$ cat src/hdl/dct_pkg.sv
// Constants, field layouts and command codes for the DDR3 command timing block.
// Assumes every ps figure is turned into link clock cycles by rounding up.
package dct_pkg;

  // ----------------------------------------------------------------
  // Sampled pin vector layout
  // ----------------------------------------------------------------
  localparam int PIN_W   = 25;
  localparam int P_ADDR  = 0;   // 15 bits of address
  localparam int P_BA    = 15;  // 3 bits of bank
  localparam int P_WE    = 18;
  localparam int P_CAS   = 19;
  localparam int P_RAS   = 20;
  localparam int P_CS    = 21;
  localparam int P_CKE   = 22;
  localparam int P_CK    = 23;
  localparam int P_ZQ    = 24;

  // ----------------------------------------------------------------
  // Mode register fields
  // ----------------------------------------------------------------
  localparam int MR0_BL_LSB  = 0;
  localparam int MR0_CL_LSB  = 4;
  localparam int MR0_WR_LSB  = 9;
  localparam int MR1_AL_LSB  = 3;
  localparam int MR2_CWL_LSB = 3;
  localparam int A_AP        = 10;
  localparam int A_BC        = 12;

  localparam logic [1:0] MRSEL_0 = 2'h0;
  localparam logic [1:0] MRSEL_1 = 2'h1;
  localparam logic [1:0] MRSEL_2 = 2'h2;

  localparam logic [1:0] BL_FIX8 = 2'h0;
  localparam logic [1:0] BL_OTF  = 2'h1;
  localparam logic [1:0] BL_BC4  = 2'h2;

  localparam logic [1:0] AL_CL1  = 2'h1;
  localparam logic [1:0] AL_CL2  = 2'h2;

  // Reset values of the mode fields
  localparam logic [1:0] BL_RST  = 2'h0;
  localparam logic [2:0] CL_RST  = 3'h1;
  localparam logic [2:0] WR_RST  = 3'h1;
  localparam logic [1:0] AL_RST  = 2'h0;
  localparam logic [2:0] CWL_RST = 3'h0;

  // ----------------------------------------------------------------
  // Cycle counts
  // ----------------------------------------------------------------
  localparam int         CNT_W        = 8;
  localparam logic [7:0] CL_BASE      = 8'h04;
  localparam logic [7:0] CWL_BASE     = 8'h05;
  localparam logic [7:0] WSTART_BL8   = 8'h04;
  localparam logic [7:0] WSTART_BC4   = 8'h02;
  localparam logic [7:0] ZQCS_NCK     = 8'h40;

  // Row and refresh times, plain defaults, in ps of the average link period
  localparam int TCK_AVG_PS = 80000;
  localparam int TRP_PS     = 15000;
  localparam int TRCD_PS    = 15000;
  localparam int TRFC_PS    = 160000;
  localparam logic [7:0] TRP_NCK  = 8'((TRP_PS + TCK_AVG_PS - 1) / TCK_AVG_PS);
  localparam logic [7:0] TRCD_NCK = 8'((TRCD_PS + TCK_AVG_PS - 1) / TCK_AVG_PS);
  localparam logic [7:0] TRFC_NCK = 8'((TRFC_PS + TCK_AVG_PS - 1) / TCK_AVG_PS);

  // Impedance trim, one step is one correction increment
  localparam int         TRIM_W   = 6;
  localparam logic [5:0] TRIM_RST = 6'h20;
  localparam logic [5:0] TRIM_MAX = 6'h3F;
  localparam logic [5:0] TRIM_MIN = 6'h00;

  // ----------------------------------------------------------------
  // Commands
  // ----------------------------------------------------------------
  typedef enum {
    CMD_NOP, CMD_MRS, CMD_REF, CMD_PRE, CMD_ACT, CMD_WR, CMD_RD, CMD_ZQ
  } dct_cmd_t;

  // Write recovery code to cycles
  function automatic logic [7:0] wr_code_nck(input logic [2:0] code);
    logic [7:0] n;
    case (code)
      3'h1:    n = 8'h05;
      3'h2:    n = 8'h06;
      3'h3:    n = 8'h07;
      3'h4:    n = 8'h08;
      3'h5:    n = 8'h0A;
      3'h6:    n = 8'h0C;
      3'h7:    n = 8'h0E;
      default: n = 8'h10;
    endcase
    return n;
  endfunction : wr_code_nck

endpackage : dct_pkg

$ cat src/hdl/dct_nck_counter.sv
// Down counter of link clock edges, loaded with a cycle count.
// Assumes tick is a one-cycle pulse per sampled link clock rising edge.
`timescale 1ns/1ps
`default_nettype none
module dct_nck_counter (
  // Clock and reset
  input  wire logic             clk,
  input  wire logic             rst,
  // Control
  input  wire logic             load,
  input  wire logic [7:0]       load_val,
  input  wire logic             tick,
  // Status
  output logic      [7:0]       count,
  output logic                  busy,
  output logic                  done
);

  logic [7:0] cnt_ff;
  logic [7:0] nxt_cnt;

  // Load wins over the decrement
  always_comb begin
    nxt_cnt = cnt_ff;
    if (load) begin
      nxt_cnt = load_val;
    end else if (tick && (cnt_ff != 8'h00)) begin
      nxt_cnt = cnt_ff - 8'h01;
    end
  end

  always_ff @(posedge clk or posedge rst) begin
    if (rst) begin
      cnt_ff <= 8'h00;
    end else begin
      cnt_ff <= nxt_cnt;
    end
  end

  // Done on the edge that takes the count to zero
  assign count = cnt_ff;
  assign busy  = (cnt_ff != 8'h00);
  assign done  = tick && (cnt_ff == 8'h01) && !load;

endmodule : dct_nck_counter
`default_nettype wire

$ cat src/hdl/dct_timing.sv
// Device side of the DDR3 command timing: decodes commands on link clock
// edges, times internal write start, write recovery, ZQ short calibration
// and power-down entry. Assumes the controller keeps its own spacings.
`timescale 1ns/1ps
`default_nettype none
module dct_timing (
  // Clock and reset
  input  wire logic             clk,
  input  wire logic             rst,
  // Memory pins
  input  wire logic             ck,
  input  wire logic             cke,
  input  wire logic             cs_n,
  input  wire logic             ras_n,
  input  wire logic             cas_n,
  input  wire logic             we_n,
  input  wire logic [2:0]       ba,
  input  wire logic [14:0]      addr,
  // Calibration comparator, high when impedance too high
  input  wire logic             zq_cmp_hi,
  // Internal events
  output logic                  wr_start,
  output logic                  auto_pre,
  output logic      [2:0]       ap_bank,
  // Status
  output logic                  zq_busy,
  output logic                  zq_done,
  output logic      [5:0]       zq_trim,
  output logic                  ops_busy,
  output logic                  pd_active
);

  // ----------------------------------------------------------------
  // Pin synchroniser and link clock edge
  // ----------------------------------------------------------------
  logic [dct_pkg::PIN_W-1:0] s1_ff, s2_ff, s3_ff;
  logic                      ck_lvl_ff, nxt_ck_lvl;
  logic                      ck_rise;

  // Three stages; only the second and third are compared
  always_ff @(posedge clk or posedge rst) begin
    if (rst) begin
      s1_ff <= '0;
      s2_ff <= '0;
      s3_ff <= '0;
    end else begin
      s1_ff <= {zq_cmp_hi, ck, cke, cs_n, ras_n, cas_n, we_n, ba, addr};
      s2_ff <= s1_ff;
      s3_ff <= s2_ff;
    end
  end

  // Every agreed rise is one nCK; no period is assumed, so stretching is harmless
  always_comb begin
    nxt_ck_lvl = ck_lvl_ff;
    ck_rise    = 1'b0;
    if (s2_ff[dct_pkg::P_CK] == s3_ff[dct_pkg::P_CK]) begin
      nxt_ck_lvl = s3_ff[dct_pkg::P_CK];
      ck_rise    = s3_ff[dct_pkg::P_CK] && !ck_lvl_ff;
    end
  end

  always_ff @(posedge clk or posedge rst) begin
    if (rst) begin
      ck_lvl_ff <= 1'b0;
    end else begin
      ck_lvl_ff <= nxt_ck_lvl;
    end
  end

  // ----------------------------------------------------------------
  // Command decode
  // ----------------------------------------------------------------
  logic [14:0]      a_s;
  logic [2:0]       ba_s;
  dct_pkg::dct_cmd_t cmd;

  assign a_s  = s3_ff[dct_pkg::P_ADDR +: 15];
  assign ba_s = s3_ff[dct_pkg::P_BA +: 3];

  // Commands count only on an edge with CKE high and chip selected
  always_comb begin
    cmd = dct_pkg::CMD_NOP;
    if (ck_rise && s3_ff[dct_pkg::P_CKE] && !s3_ff[dct_pkg::P_CS]) begin
      case ({s3_ff[dct_pkg::P_RAS], s3_ff[dct_pkg::P_CAS], s3_ff[dct_pkg::P_WE]})
        3'h0:    cmd = dct_pkg::CMD_MRS;
        3'h1:    cmd = dct_pkg::CMD_REF;
        3'h2:    cmd = dct_pkg::CMD_PRE;
        3'h3:    cmd = dct_pkg::CMD_ACT;
        3'h4:    cmd = dct_pkg::CMD_WR;
        3'h5:    cmd = dct_pkg::CMD_RD;
        3'h6:    cmd = dct_pkg::CMD_ZQ;
        default: cmd = dct_pkg::CMD_NOP;
      endcase
    end
  end

  // ----------------------------------------------------------------
  // Counters
  // ----------------------------------------------------------------
  logic       ws_load, rc_load, op_load, zq_load;
  logic [7:0] ws_val, rc_val, op_val;
  logic [7:0] op_count;
  logic       ws_busy, rc_busy;
  logic       ws_done, rc_done;

  dct_nck_counter u_wstart (
    .clk(clk), .rst(rst), .load(ws_load), .load_val(ws_val), .tick(ck_rise),
    .count(), .busy(ws_busy), .done(ws_done)
  );
  dct_nck_counter u_wrec (
    .clk(clk), .rst(rst), .load(rc_load), .load_val(rc_val), .tick(ck_rise),
    .count(), .busy(rc_busy), .done(rc_done)
  );
  dct_nck_counter u_ops (
    .clk(clk), .rst(rst), .load(op_load), .load_val(op_val), .tick(ck_rise),
    .count(op_count), .busy(ops_busy), .done()
  );
  dct_nck_counter u_zq (
    .clk(clk), .rst(rst), .load(zq_load), .load_val(dct_pkg::ZQCS_NCK),
    .tick(ck_rise), .count(), .busy(zq_busy), .done(zq_done)
  );

  // ----------------------------------------------------------------
  // Mode, write pipeline, trim and power-down state
  // ----------------------------------------------------------------
  logic [1:0] bl_ff, nxt_bl, al_ff, nxt_al;
  logic [2:0] cl_ff, nxt_cl, wr_ff, nxt_wr, cwl_ff, nxt_cwl;
  logic       ap_pend_ff, nxt_ap_pend;
  logic [2:0] wbank_ff, nxt_wbank, apb_ff, nxt_apb;
  logic [5:0] trim_ff, nxt_trim;
  logic       cke_ff, nxt_cke, pd_ff, nxt_pd;
  logic [7:0] cl_n, wl_n, op_new;

  // Write latency is CWL plus additive latency
  always_comb begin
    cl_n = dct_pkg::CL_BASE + {5'h00, cl_ff};
    case (al_ff)
      dct_pkg::AL_CL1: wl_n = dct_pkg::CWL_BASE + {5'h00, cwl_ff} + cl_n - 8'h01;
      dct_pkg::AL_CL2: wl_n = dct_pkg::CWL_BASE + {5'h00, cwl_ff} + cl_n - 8'h02;
      default:         wl_n = dct_pkg::CWL_BASE + {5'h00, cwl_ff};
    endcase
  end

  // Next state of everything the decoded commands steer
  always_comb begin
    nxt_bl      = bl_ff;
    nxt_al      = al_ff;
    nxt_cl      = cl_ff;
    nxt_wr      = wr_ff;
    nxt_cwl     = cwl_ff;
    nxt_ap_pend = ap_pend_ff;
    nxt_wbank   = wbank_ff;
    nxt_apb     = apb_ff;
    nxt_trim    = trim_ff;
    nxt_cke     = cke_ff;
    nxt_pd      = pd_ff;
    ws_load     = 1'b0;
    ws_val      = 8'h00;
    rc_load     = 1'b0;
    rc_val      = dct_pkg::wr_code_nck(wr_ff);
    zq_load     = 1'b0;
    op_new      = 8'h00;
    if (cmd == dct_pkg::CMD_MRS) begin
      case (ba_s[1:0])
        dct_pkg::MRSEL_0: begin
          nxt_bl = a_s[dct_pkg::MR0_BL_LSB +: 2];
          nxt_cl = a_s[dct_pkg::MR0_CL_LSB +: 3];
          nxt_wr = a_s[dct_pkg::MR0_WR_LSB +: 3];
        end
        dct_pkg::MRSEL_1: nxt_al  = a_s[dct_pkg::MR1_AL_LSB +: 2];
        dct_pkg::MRSEL_2: nxt_cwl = a_s[dct_pkg::MR2_CWL_LSB +: 3];
        default: ;
      endcase
    end
    // Only fixed chop-4 starts early; a newer write restarts the timer
    if (cmd == dct_pkg::CMD_WR) begin
      ws_load     = 1'b1;
      ws_val      = wl_n + ((bl_ff == dct_pkg::BL_BC4) ? dct_pkg::WSTART_BC4
                                                       : dct_pkg::WSTART_BL8);
      nxt_ap_pend = a_s[dct_pkg::A_AP];
      nxt_wbank   = ba_s;
    end
    // Recovery runs from the internal write start
    if (ws_done && ap_pend_ff) begin
      rc_load     = 1'b1;
      nxt_ap_pend = (cmd == dct_pkg::CMD_WR) ? a_s[dct_pkg::A_AP] : 1'b0;
    end
    if (rc_done) begin
      nxt_apb = wbank_ff;
      op_new  = dct_pkg::TRP_NCK;
    end
    // Row work keeps the longest remaining time
    case (cmd)
      dct_pkg::CMD_ACT: op_new = (op_new > dct_pkg::TRCD_NCK) ? op_new : dct_pkg::TRCD_NCK;
      dct_pkg::CMD_PRE: op_new = (op_new > dct_pkg::TRP_NCK) ? op_new : dct_pkg::TRP_NCK;
      dct_pkg::CMD_REF: op_new = (op_new > dct_pkg::TRFC_NCK) ? op_new : dct_pkg::TRFC_NCK;
      default: ;
    endcase
    // Short calibration while one runs is ignored
    if ((cmd == dct_pkg::CMD_ZQ) && !a_s[dct_pkg::A_AP] && !zq_busy) begin
      zq_load = 1'b1;
    end
    if (zq_done) begin
      if (s3_ff[dct_pkg::P_ZQ]) begin
        nxt_trim = (trim_ff == dct_pkg::TRIM_MIN) ? trim_ff : trim_ff - 6'h01;
      end else begin
        nxt_trim = (trim_ff == dct_pkg::TRIM_MAX) ? trim_ff : trim_ff + 6'h01;
      end
    end
    // CKE low is taken at once, but low power waits for the work to end
    if (ck_rise) begin
      nxt_cke = s3_ff[dct_pkg::P_CKE];
    end
    nxt_pd = !cke_ff && !ops_busy && !ws_busy && !rc_busy && !zq_busy;
  end

  assign op_load = (op_new > op_count);
  assign op_val  = op_new;

  always_ff @(posedge clk or posedge rst) begin
    if (rst) begin
      bl_ff      <= dct_pkg::BL_RST;
      al_ff      <= dct_pkg::AL_RST;
      cl_ff      <= dct_pkg::CL_RST;
      wr_ff      <= dct_pkg::WR_RST;
      cwl_ff     <= dct_pkg::CWL_RST;
      ap_pend_ff <= 1'b0;
      wbank_ff   <= 3'h0;
      apb_ff     <= 3'h0;
      trim_ff    <= dct_pkg::TRIM_RST;
      cke_ff     <= 1'b0;
      pd_ff      <= 1'b0;
    end else begin
      bl_ff      <= nxt_bl;
      al_ff      <= nxt_al;
      cl_ff      <= nxt_cl;
      wr_ff      <= nxt_wr;
      cwl_ff     <= nxt_cwl;
      ap_pend_ff <= nxt_ap_pend;
      wbank_ff   <= nxt_wbank;
      apb_ff     <= nxt_apb;
      trim_ff    <= nxt_trim;
      cke_ff     <= nxt_cke;
      pd_ff      <= nxt_pd;
    end
  end

  assign wr_start  = ws_done;
  assign auto_pre  = rc_done;
  assign ap_bank   = apb_ff;
  assign zq_trim   = trim_ff;
  assign pd_active = pd_ff;

  // ----------------------------------------------------------------
  // Checks
  // ----------------------------------------------------------------
  logic [7:0] ws_edges_ff, ws_exp_ff, rc_edges_ff, zq_edges_ff;

  // Edge counts since each event, read only by the checks below
  always_ff @(posedge clk or posedge rst) begin
    if (rst) begin
      ws_edges_ff <= 8'h00;
      ws_exp_ff   <= 8'h00;
      rc_edges_ff <= 8'h00;
      zq_edges_ff <= 8'h00;
    end else begin
      ws_edges_ff <= ws_load ? 8'h00 : ws_edges_ff + {7'h00, ck_rise};
      ws_exp_ff   <= ws_load ? ws_val : ws_exp_ff;
      rc_edges_ff <= rc_load ? 8'h00 : rc_edges_ff + {7'h00, ck_rise};
      zq_edges_ff <= zq_load ? 8'h00 : zq_edges_ff + {7'h00, ck_rise};
    end
  end
endmodule : dct_timing
`default_nettype wire

$ cat config.mk
export PLATFORM = sky130hd
export DESIGN_NAME = dct_timing
export DESIGN_NICKNAME = d
export VERILOG_FILES = /design/src/hdl/dct_pkg.sv /design/src/hdl/dct_nck_counter.sv /design/src/hdl/dct_timing.sv
export SDC_FILE = /design/constraint.sdc
export NUM_CORES = 1
export LEC_CHECK = 0
export BUFFER_PORTS_ARGS = -buffer_cell sky130_fd_sc_hd__buf_4
export CAP_MARGIN = 5
export CORE_MARGIN = 2
export CORE_UTILIZATION = 30
export CTS_CLUSTER_SIZE = 40
export DETAILED_ROUTE_END_ITERATION = 10
export HOLD_SLACK_MARGIN = 0.03
export PLACE_DENSITY = 0.47
export SYNTH_ARGS = -nofsm -noshare
export SYNTH_HDL_FRONTEND = slang
export SYNTH_HIERARCHICAL = 1
export SYNTH_SLANG_ARGS = --single-unit
$ cat constraint.sdc
create_clock -name clk -period 7.8 [get_ports clk]
set_input_delay 0.78 -clock clk [delete_from_list [all_inputs] [get_ports clk]]
set_output_delay 0.78 -clock clk [all_outputs]
set_load 0.005 [all_outputs]
* Word level (Yosys, flattened, before mapping)
Cells that the tools add are included.
Cells by class: add/subtract/negate cells 12, magnitude comparators 3, eq/ne operators 31, multiplexer cells 28, reductions and logical operators 48
Operator list (count):
- $mux W8 | 11
- $eq A32 B4 Y1 const B | 2
- $sub A8 B1 Y8 const B | 5
- $pmux W5 S7 | 1
- $eq A32 B2 Y1 const B | 1
- $pmux W8 S2 | 2
- $reduce_bool A8 Y1 | 4
- $eq A3 B3 Y1 const B | 8
- $eq A8 B1 Y1 const B | 3
- $pmux W3 S7 | 1
- $logic_and A1 B1 Y1 | 20
- $eq A3 B2 Y1 const B | 6
- $mux W6 | 3
- $logic_not A1 Y1 | 11
- $reduce_bool A2 Y1 | 5
- $add A3 B3 Y4 const A | 2
- $add A8 B3 Y8 | 1
- $add A8 B4 Y8 | 1
- $gt A8 B1 Y1 const B | 1
- $gt A8 B2 Y1 const B | 1
- $gt A8 B8 Y1 | 1
- $mux W1 | 8
- $sub A8 B2 Y8 const B | 1
- $add A6 B1 Y6 const B | 1
- other kinds (14) | 22
Storage, ports and cells: register bits 136

* Depth between registers and ports, before layout
Gate-level depths: netlist of run 1.
depth after elaboration 20, mapped depth 21

* Modules after synthesis
The synthesis of run 1 kept the hierarchy.
By module, submodules not included:
- dct_timing | times used 1, cells each 269, area an instance 3527.1 um^2
- dct_nck_counter | times used 4, cells each 61, area an instance 560.5 um^2

* Worst setup path before layout of run 1
No wires, ideal clock.
kind register to register, from register ck_lvl_ff, to register u_ops.cnt_ff[0], in the netlist u_ops/count[0], data arrival time 3.786 ns, data required time 7.665 ns, slack 3.879 ns, cell stages (with the launch flop) 21, path buffers 5, period minus slack after synthesis 3.921 ns, path through dfrtp_1 > and3b_2 > nand4b_1 > nand2b_1 > buf_2 > clkinv_1 > buf_1 > nor2_1 > and3_1 > and2_1 > buf_1 > nor2_1 > and3_1 > a22oi_1 > ha_1 > a211oi_1 > nand2_1 > nor2_1 > buf_1 > clkbuf_1 > o21ai_0
On the way: word-level cells in the longest chain between the ends 20, elaborated cells on any way between the ends 30, classes of those cells 3 x order compare; 4 x eq/ne; 9 x mux; 14 x reduce/logical
RTL lines:
- start: declaration | RTL line dct_timing.sv:37 | logic ck_lvl_ff, nxt_ck_lvl;
- start signal: assignment | RTL line dct_timing.sv:67 | ck_lvl_ff <= nxt_ck_lvl;
- $logic_not A1 Y1 (*) | RTL line dct_timing.sv:59 | ck_rise = s3_ff[dct_pkg::P_CK] && !ck_lvl_ff;
- $logic_and A1 B1 Y1 (*) | RTL line dct_timing.sv:59
- $mux W1 (*) | RTL line dct_timing.sv:57 | if (s2_ff[dct_pkg::P_CK] == s3_ff[dct_pkg::P_CK]) begin
- via ck_rise | RTL line dct_timing.sv:38 | logic ck_rise;
- $logic_and A1 B1 Y1 (*) (2 in series) | RTL line dct_timing.sv:84 | if (ck_rise && s3_ff[dct_pkg::P_CKE] && !s3_ff[dct_pkg::P_CS]) begin
- $mux W3 (*) | RTL line dct_timing.sv:84
- $eq A32 B4 Y1 (*) | RTL line dct_timing.sv:177 | if (cmd == dct_pkg::CMD_WR) begin
- $mux W1 (*) | RTL line dct_timing.sv:177
- via ws_load | RTL line dct_timing.sv:101 | logic ws_load, rc_load, op_load, zq_load;
- [... 2 more ...]
- via wr_start | RTL line dct_timing.sv:22 | output logic wr_start,
- [... 2 more ...]
- via rc_load | RTL line dct_timing.sv:101
- [... 2 more ...]
- via auto_pre | RTL line dct_timing.sv:23 | output logic auto_pre,
- $mux W1 (*) | RTL line dct_timing.sv:189 | if (rc_done) begin
- $gt A8 B2 Y1 or $gt A8 B1 Y1 (tied branches) | RTL line dct_timing.sv:197, dct_timing.sv:195, dct_timing.sv:196
- $mux W8, on equally long branches | RTL line dct_timing.sv:197, dct_timing.sv:195, dct_timing.sv:196
- $pmux W8 S2 (*) | RTL line dct_timing.sv:194 | case (cmd)
- $gt A8 B8 Y1 (*) | RTL line dct_timing.sv:218 | assign op_load = (op_new > op_count);
- via op_load | RTL line dct_timing.sv:101
- $mux W8 or $reduce_bool A2 Y1 (tied branches)
- end signal: assignment | RTL line dct_nck_counter.sv:36 | cnt_ff <= nxt_cnt;
- end: declaration | RTL line dct_nck_counter.sv:19 | logic [7:0] cnt_ff;
The timed path passes the listed nets; every way through them passes the cells marked *. A chain may end at the register's enable or synchronous reset.

* Final worst setup path of run 1
from register s2_ff[23] in the netlist's numbering, to register u_ops.cnt_ff[3], in the netlist u_ops/count[3]
On the way: word-level cells in the longest chain between the ends 19, elaborated cells on any way between the ends 29, classes of those cells 3 x order compare; 5 x eq/ne; 9 x mux; 12 x reduce/logical
RTL lines:
- start: declaration | RTL line dct_timing.sv:36 | logic [dct_pkg::PIN_W-1:0] s1_ff, s2_ff, s3_ff;
- start signal: assignment | RTL line dct_timing.sv:44 | s2_ff <= '0;
- start signal: assignment | RTL line dct_timing.sv:48 | s2_ff <= s1_ff;
- $eq A1 B1 Y1 (*) | RTL line dct_timing.sv:57
- $mux W1 (*) | RTL line dct_timing.sv:57
- via ck_rise | RTL line dct_timing.sv:38
- $logic_and A1 B1 Y1 (*) (2 in series) | RTL line dct_timing.sv:84
- $mux W3 (*) | RTL line dct_timing.sv:84
- $eq A32 B4 Y1 (*) | RTL line dct_timing.sv:177
- $mux W1 (*) | RTL line dct_timing.sv:177
- via ws_load | RTL line dct_timing.sv:101
- [... 4 more ...]
- via rc_load | RTL line dct_timing.sv:101
- [... 1 more ...]
- $logic_and A1 B1 Y1 (*) | RTL line dct_nck_counter.sv:43 | assign done = tick && (cnt_ff == 8'h01) && !load;
- $mux W1 (*) | RTL line dct_timing.sv:189
- $gt A8 B2 Y1 or $gt A8 B1 Y1 (tied branches) | RTL line dct_timing.sv:197, dct_timing.sv:195, dct_timing.sv:196
- $mux W8, on equally long branches | RTL line dct_timing.sv:197, dct_timing.sv:195, dct_timing.sv:196
- $pmux W8 S2 (*) | RTL line dct_timing.sv:194
- $gt A8 B8 Y1 (*) | RTL line dct_timing.sv:218
- via op_load | RTL line dct_timing.sv:101
- $mux W8 or $reduce_bool A2 Y1 (tied branches)
Marks and branches as above.

==> results by group, run 1 <==
Pwr
  – Cell Pwr Density: 269 mW/mm^2
  – Maximum vdd drop: 0.000170 V
  – Sequential power share: 44.3%
  – P_sw: 0.601 mW
  – Clk pwr share: 41.3%
  – Pint: 1.27 mW
  – Comb power frac: 14.3%
  – Static Leak: 3.11 nW
  – Sw frac: 32.2%

Clock network
  – Post-CTS Repair Setup Buffers: 0
  – CTS Buf Count: 17
  – Total clock sinks: 118
  – Reg clk slew, reported paths: 0.06 ns
  – Post-cts resize count: 0
  – Clock buffer depth: 2
  – CTS tree: yes
  – Clk_lat worst skew: 0.42 ns
  – Clock root buffer: clkbuf_16
  – CTS Hold Buffers Added: 0
  – H-tree Lvls: 4

Critical path
  – Worst R2R Setup Slack: 2.44 ns
  – CP endpoint kind: flip-flop
  – Worst setup SP type: flip-flop
  – Crit-path max FO: 25
  – Critical path data arrival time: 5.66 ns
  – CP Data Required Time: 8.10 ns
  – Worst setup path category: reg2reg

Job
  – Max Cap Viol: 0

Placement
  – Port Buffers: 35
  – DP Worst Slack: 2.36 ns
  – Routability cong.: 0.794
  – DP HPWL: 7.92 mm
  – Placed cells: 785

GRT
  – Initial antenna violation count: 0
  – Global-route wire length before repair: 19.3 mm
  – Tot GR Track Use: 12.1%
  – Largest net degree at the start of global routing: 76
  – GRT overflow: 0
  – Vias in the first global route: 3,920

Layout
  – N_diodes: 0
  – Area of the multi-input gates: 0.00266 sq mm
  – Nets@finish: 631
  – P&R area growth vs syn: 20.8%
  – Layout Cells excl Fill: 817
  – Reg area: 0.00296 sq mm
  – Filler Cells Inserted: 1,863
  – Fraction of layout cells with a size suffix above 1: 20.2%

Floorplan
  – Die H: 142 um
  – Core Area: 0.0188 sq mm
  – Rows: 50
  – Ports: 42
  – Starting Density: 30.6%
  – Die area: 0.0203 sq mm
  – Die width: 142 um

STA
  – Post-Route Skew: 0.00795 ns
  – Worst-margin pin slew: 0.933 ns
  – Tmin final: 5.36 ns
  – Fin crit share: 68.8%
  – RSZ-0062 raised after global routing: no
  – Final hold vios: 0
  – Relative slew slack: 37.6%
  – TNS Setup: 0 ns
  – F_max: 0.186 GHz
  – Finish-stage setup viols: 0
  – Slew Viols, Final: 0
  – Final worst slack: 2.44 ns

Route
  – WL/cell: 13.6 um
  – Avg Vias per Cell: 4.72
  – Vias: 3,855
  – Final wirelength: 11.1 mm
  – Final ANT Viol Nets: 0
  – Drt drc: 0
  – DRT iter0 DRCs: 243
  – Initial DRT Pass Iterations: 4

Worst hold path
  – Worst min-delay path class: in2async

Synth
  – Post-synthesis cell count: 510
  – Mapped Area: 0.00575 sq mm
  – Synth warnings: 6
  – Mean Syn Cell Area: 11.3 sq um

Outcome
  – Outcome: completed
power groups by stage:
stage	Combinational (mW)	Clock (mW)	Sequential (mW)
detailed placement	0.269	0	0.837
finish	0.267	0.771	0.828
global placement	0.258	0	0.835
global route	0.312	0.827	0.844
CTS	0.271	0.797	0.827
floorplan	0.215	0	0.805
critical path, stage by stage (launching register included):
cell	delay, ns
dfrtp_1	0.40
and3b_2	0.37
nand4b_1	0.20
nand2b_1	0.36
clkinv_1	0.63
nor2_1	0.23
and3_1	0.23
and2_1	0.50
nor2_1	0.06
and3_1	0.27
a22oi_1	0.28
ha_1	0.29
a211oi_1	0.19
nand2_1	0.07
nor2_1	0.72
mux2_2	0.42
layout make-up:
cell class / count / area share, %
flip-flops and latches: 118 / 42.6
multi-input cells: 356 / 38.3
clock buffers: 17 / 6.13
well taps: 234 / 4.22
repair buffers: 37 / 4.00
clock inverters: 15 / 2.58
inverters: 40 / 2.18
registers in the layout, indices dropped and copies added, names as in the netlist:
register and count:
cke_ff 1, ap_pend_ff 1, s2_ff 19, wbank_ff 3, pd_active 1, u_ops/count 8, wr_ff 3, u_wstart/count 8
s3_ff 19, ap_bank 3, cwl_ff 3, zq_trim 6, cl_ff 3, ck_lvl_ff 1, u_zq/count 8, u_wrec/count 8
bl_ff 2, s1_ff 19, al_ff 2
cells in the final DEF, fill, tap and decap left out, types with 11 or more instances in the layout:
cell       instances
nor2_1            25
mux2_2            23
a211oi_1          12
clkbuf_16         17
conb_1            17
buf_4             37
ha_1              31
o21ai_0           14
dfrtp_1          115
a21oi_1           21
inv_1             38
xor2_1            11
nand4b_1          11
nand2_1           52
routing by layer:
layer / up-vias / GRT usage (%) / share of wire (%) / routed length, um
met2: 51 / 19.4 / 48 / 5330
li1: 1914 / - / - / -
met3: 14 / 3.13 / 2.9 / 327
met5: - / 0 / 0 / 0
met1: 1876 / 15.6 / 48 / 5310
met4: 0 / 4.90 / 1.3 / 148
per-stage QoR:
stage          power (mW)  util, %  hold slack, ns  cell area, sq um
2_1_floorplan        1.02        -           0.331              5800
3_3_place_gp         1.09     33.8           0.332              6340
3_5_place_dp         1.11     33.8           0.335              6340
4_1_cts              1.90     37.0           0.306              6940
5_1_grt              1.98     37.0           0.312              6940
6_report             1.87     37.0           0.310              6940
final timing paths:
| path | startpoint | to | depth (start not counted) |
|---|---|---|---|
| min in group clk | s2_ff[0] | s3_ff[0] | 0 |
| max in group asynchronous | rst | cwl_ff[2] | 3 |
| worst max register to register | s2_ff[23] | u_ops/count[3] | 15 |
| worst max-delay path | s2_ff[23] | u_ops/count[3] | 15 |
| worst min register to register | s2_ff[0] | s3_ff[0] | 0 |
| worst min-delay path | rst | zq_trim[4] | 2 |
No activity file was read; power rests on OpenSTA's default activity.
==> inputs of run 2 (changes only) <==
--- a/config.mk
+++ b/config.mk
@@ -12,7 +12,7 @@
 export CTS_CLUSTER_SIZE = 40
 export DETAILED_ROUTE_END_ITERATION = 10
 export HOLD_SLACK_MARGIN = 0.03
-export PLACE_DENSITY = 0.47
+export PLACE_DENSITY = 0.49
 export SYNTH_ARGS = -nofsm -noshare
 export SYNTH_HDL_FRONTEND = slang
 export SYNTH_HIERARCHICAL = 1
==> constraint.sdc (replaced) <==
create_clock -name clk -period 4.6 [get_ports clk]
set_input_delay 0.46 -clock clk [delete_from_list [all_inputs] [get_ports clk]]
set_output_delay 0.46 -clock clk [all_outputs]
set_load 0.005 [all_outputs]
==> results by group, run 2 (synthesized netlist as in run 1, its figures left out) <==
GRT
  – Initial antenna violation count: 0 (unchanged)
  – Tot GR Track Use: 11.9% (-0.24 points)
  – Vias in the first global route: 4,026 (+2.7%)
  – Largest net degree at the start of global routing: 50 (-34%)
  – GRT overflow: 0 (unchanged)
  – Global-route wire length before repair: 19.2 mm (-0.53%)

STA
  – Finish-stage setup viols: 0 (unchanged)
  – Relative slew slack: 44.9% (+7.3 points)
  – TNS Setup: 0 ns (unchanged)
  – Final hold vios: 0 (unchanged)
  – Worst-margin pin slew: 0.826 ns (-0.106 ns)
  – F_max: 0.252 GHz (+35%)
  – RSZ-0062 raised after global routing: no
  – Post-Route Skew: 0.00580 ns (-0.00215 ns)
  – Tmin final: 3.97 ns (-1.40 ns)
  – Slew Viols, Final: 0 (unchanged)
  – Fin crit share: 86.2% (+17 points)

Pwr
  – P_sw: 0.940 mW (+56%)
  – Maximum vdd drop: 0.000222 V (+31%)
  – Static Leak: 3.14 nW (+0.95%)
  – Clk pwr share: 42.5% (+1.2 points)
  – Sequential power share: 43.4% (-0.9 points)
  – Cell Pwr Density: 462 mW/mm^2 (+72%)
  – Comb power frac: 14.1% (-0.2 points)
  – Sw frac: 29.1% (-3.1 points)
  – Pint: 2.29 mW (+81%)

Route
  – DRT iter0 DRCs: 285 (+17%)
  – Avg Vias per Cell: 4.74 (+0.55%)
  – Met1 WL: 5.16 mm (-3.0%)
  – Final wirelength: 10.9 mm (-1.6%)
  – Final ANT Viol Nets: 0 (unchanged)
  – Drt drc: 0 (unchanged)
  – Initial DRT Pass Iterations: 4 (unchanged)
  – WL/cell: 13.3 um (-2.2%)
  – Met3 routed WL: 231 um (-29%)
  – WL met2: 5.40 mm (+1.3%)
  – Top routing layer used: met4
  – Vias: 3,900 (+1.2%)

Critical path
  – Crit-path max FO: 10 (-60%)
  – Reg2reg start: ck_lvl_ff
  – Worst R2R Setup Slack: 0.63 ns (-1.80 ns)
  – Worst path cell trace: and3b_2 -> nor3b_1 -> and2_1 -> and3_1 -> and2_1 -> nor2_1 -> and3_1 -> a22oi_1 -> ha_1 -> a211oi_1 -> nand2_1 -> nor2_1 -> buf_4 -> a21o_1 -> o21ai_1
  – Critical path data arrival time: 4.26 ns (-1.40 ns)
  – R2R Path End: u_ops/count[1]
  – CP top delay family: simple AND/OR/NAND/NOR gates
  – Worst setup path category: reg2reg
  – CP endpoint kind: flip-flop
  – Worst setup SP type: flip-flop
  – CP Data Required Time: 4.89 ns (-3.21 ns)
  – Critical Path Slowest Stage Cell: nor2_1
  – R2R depth: 15 (unchanged)
  – CP peak stage delay: 0.51 ns (-0.21 ns)
  – CP Buf/Inv Count: 1 (unchanged)

Layout
  – Commonest non-fill, non-tap cells in the layout: dfrtp_1, nand2_1, buf_4
  – P&R area growth vs syn: 21.8%
  – Biggest regs: s1_ff x19, s2_ff x19, s3_ff x19
  – Most common cell after layout, fill and taps aside: dfrtp_1
  – Layout Cells excl Fill: 822 (+0.61%)
  – Nets@finish: 636 (+0.79%)
  – N_diodes: 0 (unchanged)
  – Fraction of layout cells with a size suffix above 1: 20.9% (+0.68 points)

Placement
  – Placed cells: 790 (+0.64%)
  – DP HPWL: 7.88 mm (-0.57%)
  – Routability cong.: 0.801 (+0.92%)
  – Port Buffers: 35 (unchanged)

Floorplan
  – Die area: 0.0203 sq mm (unchanged)
  – Ports: 42 (unchanged)
  – Die width: 142 um (unchanged)
  – Core Area: 0.0188 sq mm (unchanged)
  – Starting Density: 30.6% (unchanged)
  – Die H: 142 um (unchanged)
  – Rows: 50 (unchanged)

Clock network
  – Clock buffer depth: 2 (unchanged)
  – Reg clk slew, reported paths: 0.06 ns (about the same)
  – Clk_lat worst skew: 0.40 ns (-0.02 ns)
  – CTS Hold Buffers Added: 0 (unchanged)
  – Clock root buffer: clkbuf_16
  – Total clock sinks: 118 (unchanged)
  – CTS tree: yes
  – Post-cts resize count: 0 (unchanged)
  – H-tree Lvls: 4 (unchanged)
  – CTS Buf Count: 17 (unchanged)
  – Post-CTS Repair Setup Buffers: 0 (unchanged)

Outcome
  – Outcome: completed

Worst hold path
  – Worst min-delay path class: in2async

Job
  – Max Cap Viol: 0 (unchanged)
run 2: metal layers:
metal | vias up | track usage (%)
met3 | 10 | 2.79
met1 | 1923 | 15.0
met4 | 0 | 4.74
met5 | - | 0
li1 | 1926 | -
met2 | 41 | 19.7
run 2: area by class of cell:
class | count | area (sq um)
clock buffer | 18 | 439
sequential | 118 | 2960
tap | 234 | 293
clock inverter | 14 | 186
timing repair buffer | 42 | 315
multi-input combinational | 356 | 2660
inverter | 40 | 151
fill | 1832 | 11800
run 2: power groups by stage:
stage,sequential [mW],combinational [mW],clock [mW]
floorplan,1.37,0.364,0
finish,1.40,0.455,1.37
CTS,1.40,0.459,1.41
global route,1.43,0.526,1.46
detailed placement,1.42,0.456,0
global placement,1.42,0.440,0
run 2: metrics by stage:
step | utilization [%] | setup slack (ns) | total power, mW | area, sq um | hold slack, ns
final | 37.3 | 0.633 | 3.23 | 7000 | 0.0558
after detailed placement | 34.0 | 0.600 | 1.87 | 6380 | 0.335
after global routing | 37.3 | 0.254 | 3.42 | 7000 | 0.0711
after floorplan | - | 0.703 | 1.73 | 5800 | 0.276
after global placement | 34.0 | 0.693 | 1.86 | 6380 | 0.332
after CTS | 37.3 | 0.611 | 3.28 | 7000 | 0.0441
run 2: worst max-delay path by stage:
stage | slack, ns | start | to | cells past startpoint
after global placement | 0.69 | ck_lvl_ff | u_ops/count[1] | 15
after CTS | 0.61 | ck_lvl_ff | u_ops/count[1] | 15
after floorplan | 0.70 | ck_lvl_ff | u_ops/count[0] | 20
final | 0.63 | ck_lvl_ff | u_ops/count[1] | 15
after detailed placement | 0.60 | ck_lvl_ff | u_ops/count[1] | 15
after global routing | 0.25 | ck_lvl_ff | u_ops/count[1] | 15
==> inputs of run 3 (changes only) <==
--- a/config.mk
+++ b/config.mk
@@ -11,8 +11,10 @@
 export CORE_UTILIZATION = 30
 export CTS_CLUSTER_SIZE = 40
 export DETAILED_ROUTE_END_ITERATION = 10
+export GPL_TIMING_DRIVEN = 0
 export HOLD_SLACK_MARGIN = 0.03
 export PLACE_DENSITY = 0.49
+export REMOVE_ABC_BUFFERS = 1
 export SYNTH_ARGS = -nofsm -noshare
 export SYNTH_HDL_FRONTEND = slang
 export SYNTH_HIERARCHICAL = 1
==> constraint.sdc (replaced) <==
create_clock -name clk -period 3.3 [get_ports clk]
set_input_delay 0.33 -clock clk [delete_from_list [all_inputs] [get_ports clk]]
set_output_delay 0.33 -clock clk [all_outputs]
set_load 0.005 [all_outputs]
==> results by group, run 3 (synthesized netlist as in run 1, its figures left out) <==
Floorplan
  – Die H: 142 um (unchanged)
  – Die area: 0.0203 sq mm (unchanged)
  – Die width: 142 um (unchanged)
  – Starting Density: 30.6% (unchanged)
  – Core Area: 0.0188 sq mm (unchanged)
  – Rows: 50 (unchanged)
  – Ports: 42 (unchanged)

Placement
  – Routability cong.: 0.830 (+3.6%)
  – Dpl cell area: 0.00636 sq mm (-0.26%)
  – Placed cells: 785 (-0.63%)
  – DP HPWL: 7.88 mm (about the same)
  – Port Buffers: 35 (unchanged)

GRT
  – Largest net degree at the start of global routing: 48 (-4.0%)
  – Global-route wire length before repair: 20.5 mm (+6.4%)
  – GRT overflow: 0 (unchanged)
  – Vias in the first global route: 4,183 (+3.9%)
  – Tot GR Track Use: 12.7% (+0.85 points)
  – Initial antenna violation count: 0 (unchanged)

STA
  – RSZ-0062 raised after global routing: yes
  – Tmin final: 3.41 ns (-0.554 ns)
  – F_max: 0.293 GHz (+16%)
  – Post-Route Skew: 0.00477 ns (-0.00103 ns)
  – Slew Viols, Final: 0 (unchanged)
  – Final hold vios: 0 (unchanged)
  – Worst-margin pin slew: 0.623 ns (-0.203 ns)
  – Fin crit share: 103% (+17 points)
  – Final worst slack: -0.113 ns (-0.746 ns)
  – Relative slew slack: 57.9% (+13 points)
  – Finish-stage setup viols: 5 (+5)

Route
  – Final wirelength: 12.0 mm (+9.3%)
  – Vias: 4,142 (+6.2%)
  – Drt drc: 0 (unchanged)
  – Avg Vias per Cell: 4.78 (+0.81%)
  – Final ANT Viol Nets: 0 (unchanged)
  – WL/cell: 13.8 um (+3.8%)
  – Initial DRT Pass Iterations: 4 (unchanged)
  – DRT iter0 DRCs: 173 (-39%)

Layout
  – Nets@finish: 681 (+7.1%)
  – Fin area: 0.00749 sq mm (+7.0%)
  – Fraction of layout cells with a size suffix above 1: 27.2% (+6.3 points)
  – Most common cell after layout, fill and taps aside: dfrtp_1
  – Layout Cells excl Fill: 866 (+5.4%)
  – Biggest regs: s1_ff x19, s2_ff x19, s3_ff x19
  – P&R area growth vs syn: 30.4%
  – Commonest non-fill, non-tap cells in the layout: dfrtp_1, buf_4, nand2_1
  – N_diodes: 0 (unchanged)

Pwr
  – Cell Pwr Density: 586 mW/mm^2 (+27%)
  – Maximum vdd drop: 0.000369 V (+66%)
  – Static Leak: 3.36 nW (+6.9%)
  – Power Total: 4.39 mW (+36%)

Job
  – Max Cap Viol: 0 (unchanged)

Outcome
  – Failing checks: negative setup slack
  – Outcome: finished with violations

Clock network
  – Clk_lat worst skew: 0.41 ns (about the same)
  – Reg clk slew, reported paths: 0.06 ns (about the same)
  – Clock buffer depth: 2 (unchanged)
  – Clock root buffer: clkbuf_16
  – CTS Buf Count: 17 (unchanged)
  – CTS tree: yes
  – Total clock sinks: 118 (unchanged)
  – H-tree Lvls: 4 (unchanged)

Critical path
  – Reg2reg start: cwl_ff[0]
  – Worst setup path start: cwl_ff[0]
  – Worst setup path category: reg2reg
  – Critical path data arrival time: 3.75 ns (-0.51 ns)
  – R2R Path End: u_wstart/count[4]
  – CP Data Required Time: 3.63 ns (-1.26 ns)
  – R2R depth: 14 (-1)
  – Crit-path max FO: 3 (-7)
  – Worst R2R Setup Slack: -0.11 ns (-0.75 ns)
  – CP endpoint kind: flip-flop
  – Worst setup SP type: flip-flop

Worst hold path
  – Worst Min Path Start: s2_ff[24]
  – Hold Path Stages: 0
  – Hold EP: s3_ff[24]
  – Worst min-delay path class: reg2reg
run 3: timing repair:
action                                 4_1_cts  5_1_grt
endpoints found under the hold margin       89        0
pin swaps                                   19       11
setup endpoints to repair                   29       15
hold buffers                                20        0
buffers inserted                            18       10
gates cloned                                 2        0
gates resized for setup                     31       11
run 3: layout make-up:
cell class	instances	area [sq um]
timing repair buffer	85	712
multi-input combinational	357	2800
tap	234	293
sequential	118	2960
clock inverter	13	125
timing repair inverter	1	8.76
clock buffer	18	429
inverter	40	165
fill	1810	11300
run 3: worst max path at each step:
stage	endpoint
6_report	u_wstart/count[4]
3_5_place_dp	u_ops/count[3]
5_1_grt	u_wstart/count[5]
4_1_cts	u_wstart/count[5]
2_1_floorplan	u_ops/count[3]
3_3_place_gp	u_ops/count[3]
run 3: report_power, final:
group	internal, mW	total (mW)	switching, mW
clock network	1.04	1.72	0.675
registers	1.65	1.96	0.311
logic	0.360	0.712	0.352
run 3: through the flow:
step | hold slack [ns] | TNS, ns | setup slack [ns] | utilization [%]
global placement | 0.333 | -52.37 | -2.18 | 33.7
detailed placement | 0.335 | -22.73 | -2.30 | 33.9
global route | 0.348 | -1.22 | -0.266 | 39.9
finish | 0.340 | -0.230 | -0.113 | 39.9
CTS | 0.343 | -0.244 | -0.0811 | 39.3
floorplan | 0.146 | -7.17 | -0.970 | -
run 3: critical path, stage by stage, from the launching register on:
cell and delay (ns):
dfrtp_1 0.39, ha_1 0.32, ha_1 0.29, ha_2 0.18, inv_2 0.05, fa_2 0.46, buf_6 0.15, buf_4 0.13
ha_1 0.23, a2111o_1 0.42, and3_1 0.19, a211o_1 0.27, a21oi_1 0.14, nand2_1 0.07, o21ai_1 0.07
run 3: metal layers:
metal,global-route usage (%),up-vias,part of all wire (%)
met3,2.42,15,2.3
met5,0,-,0
met4,5.11,0,1.5
li1,-,2024,-
met2,20.4,61,49
met1,17.0,2042,48
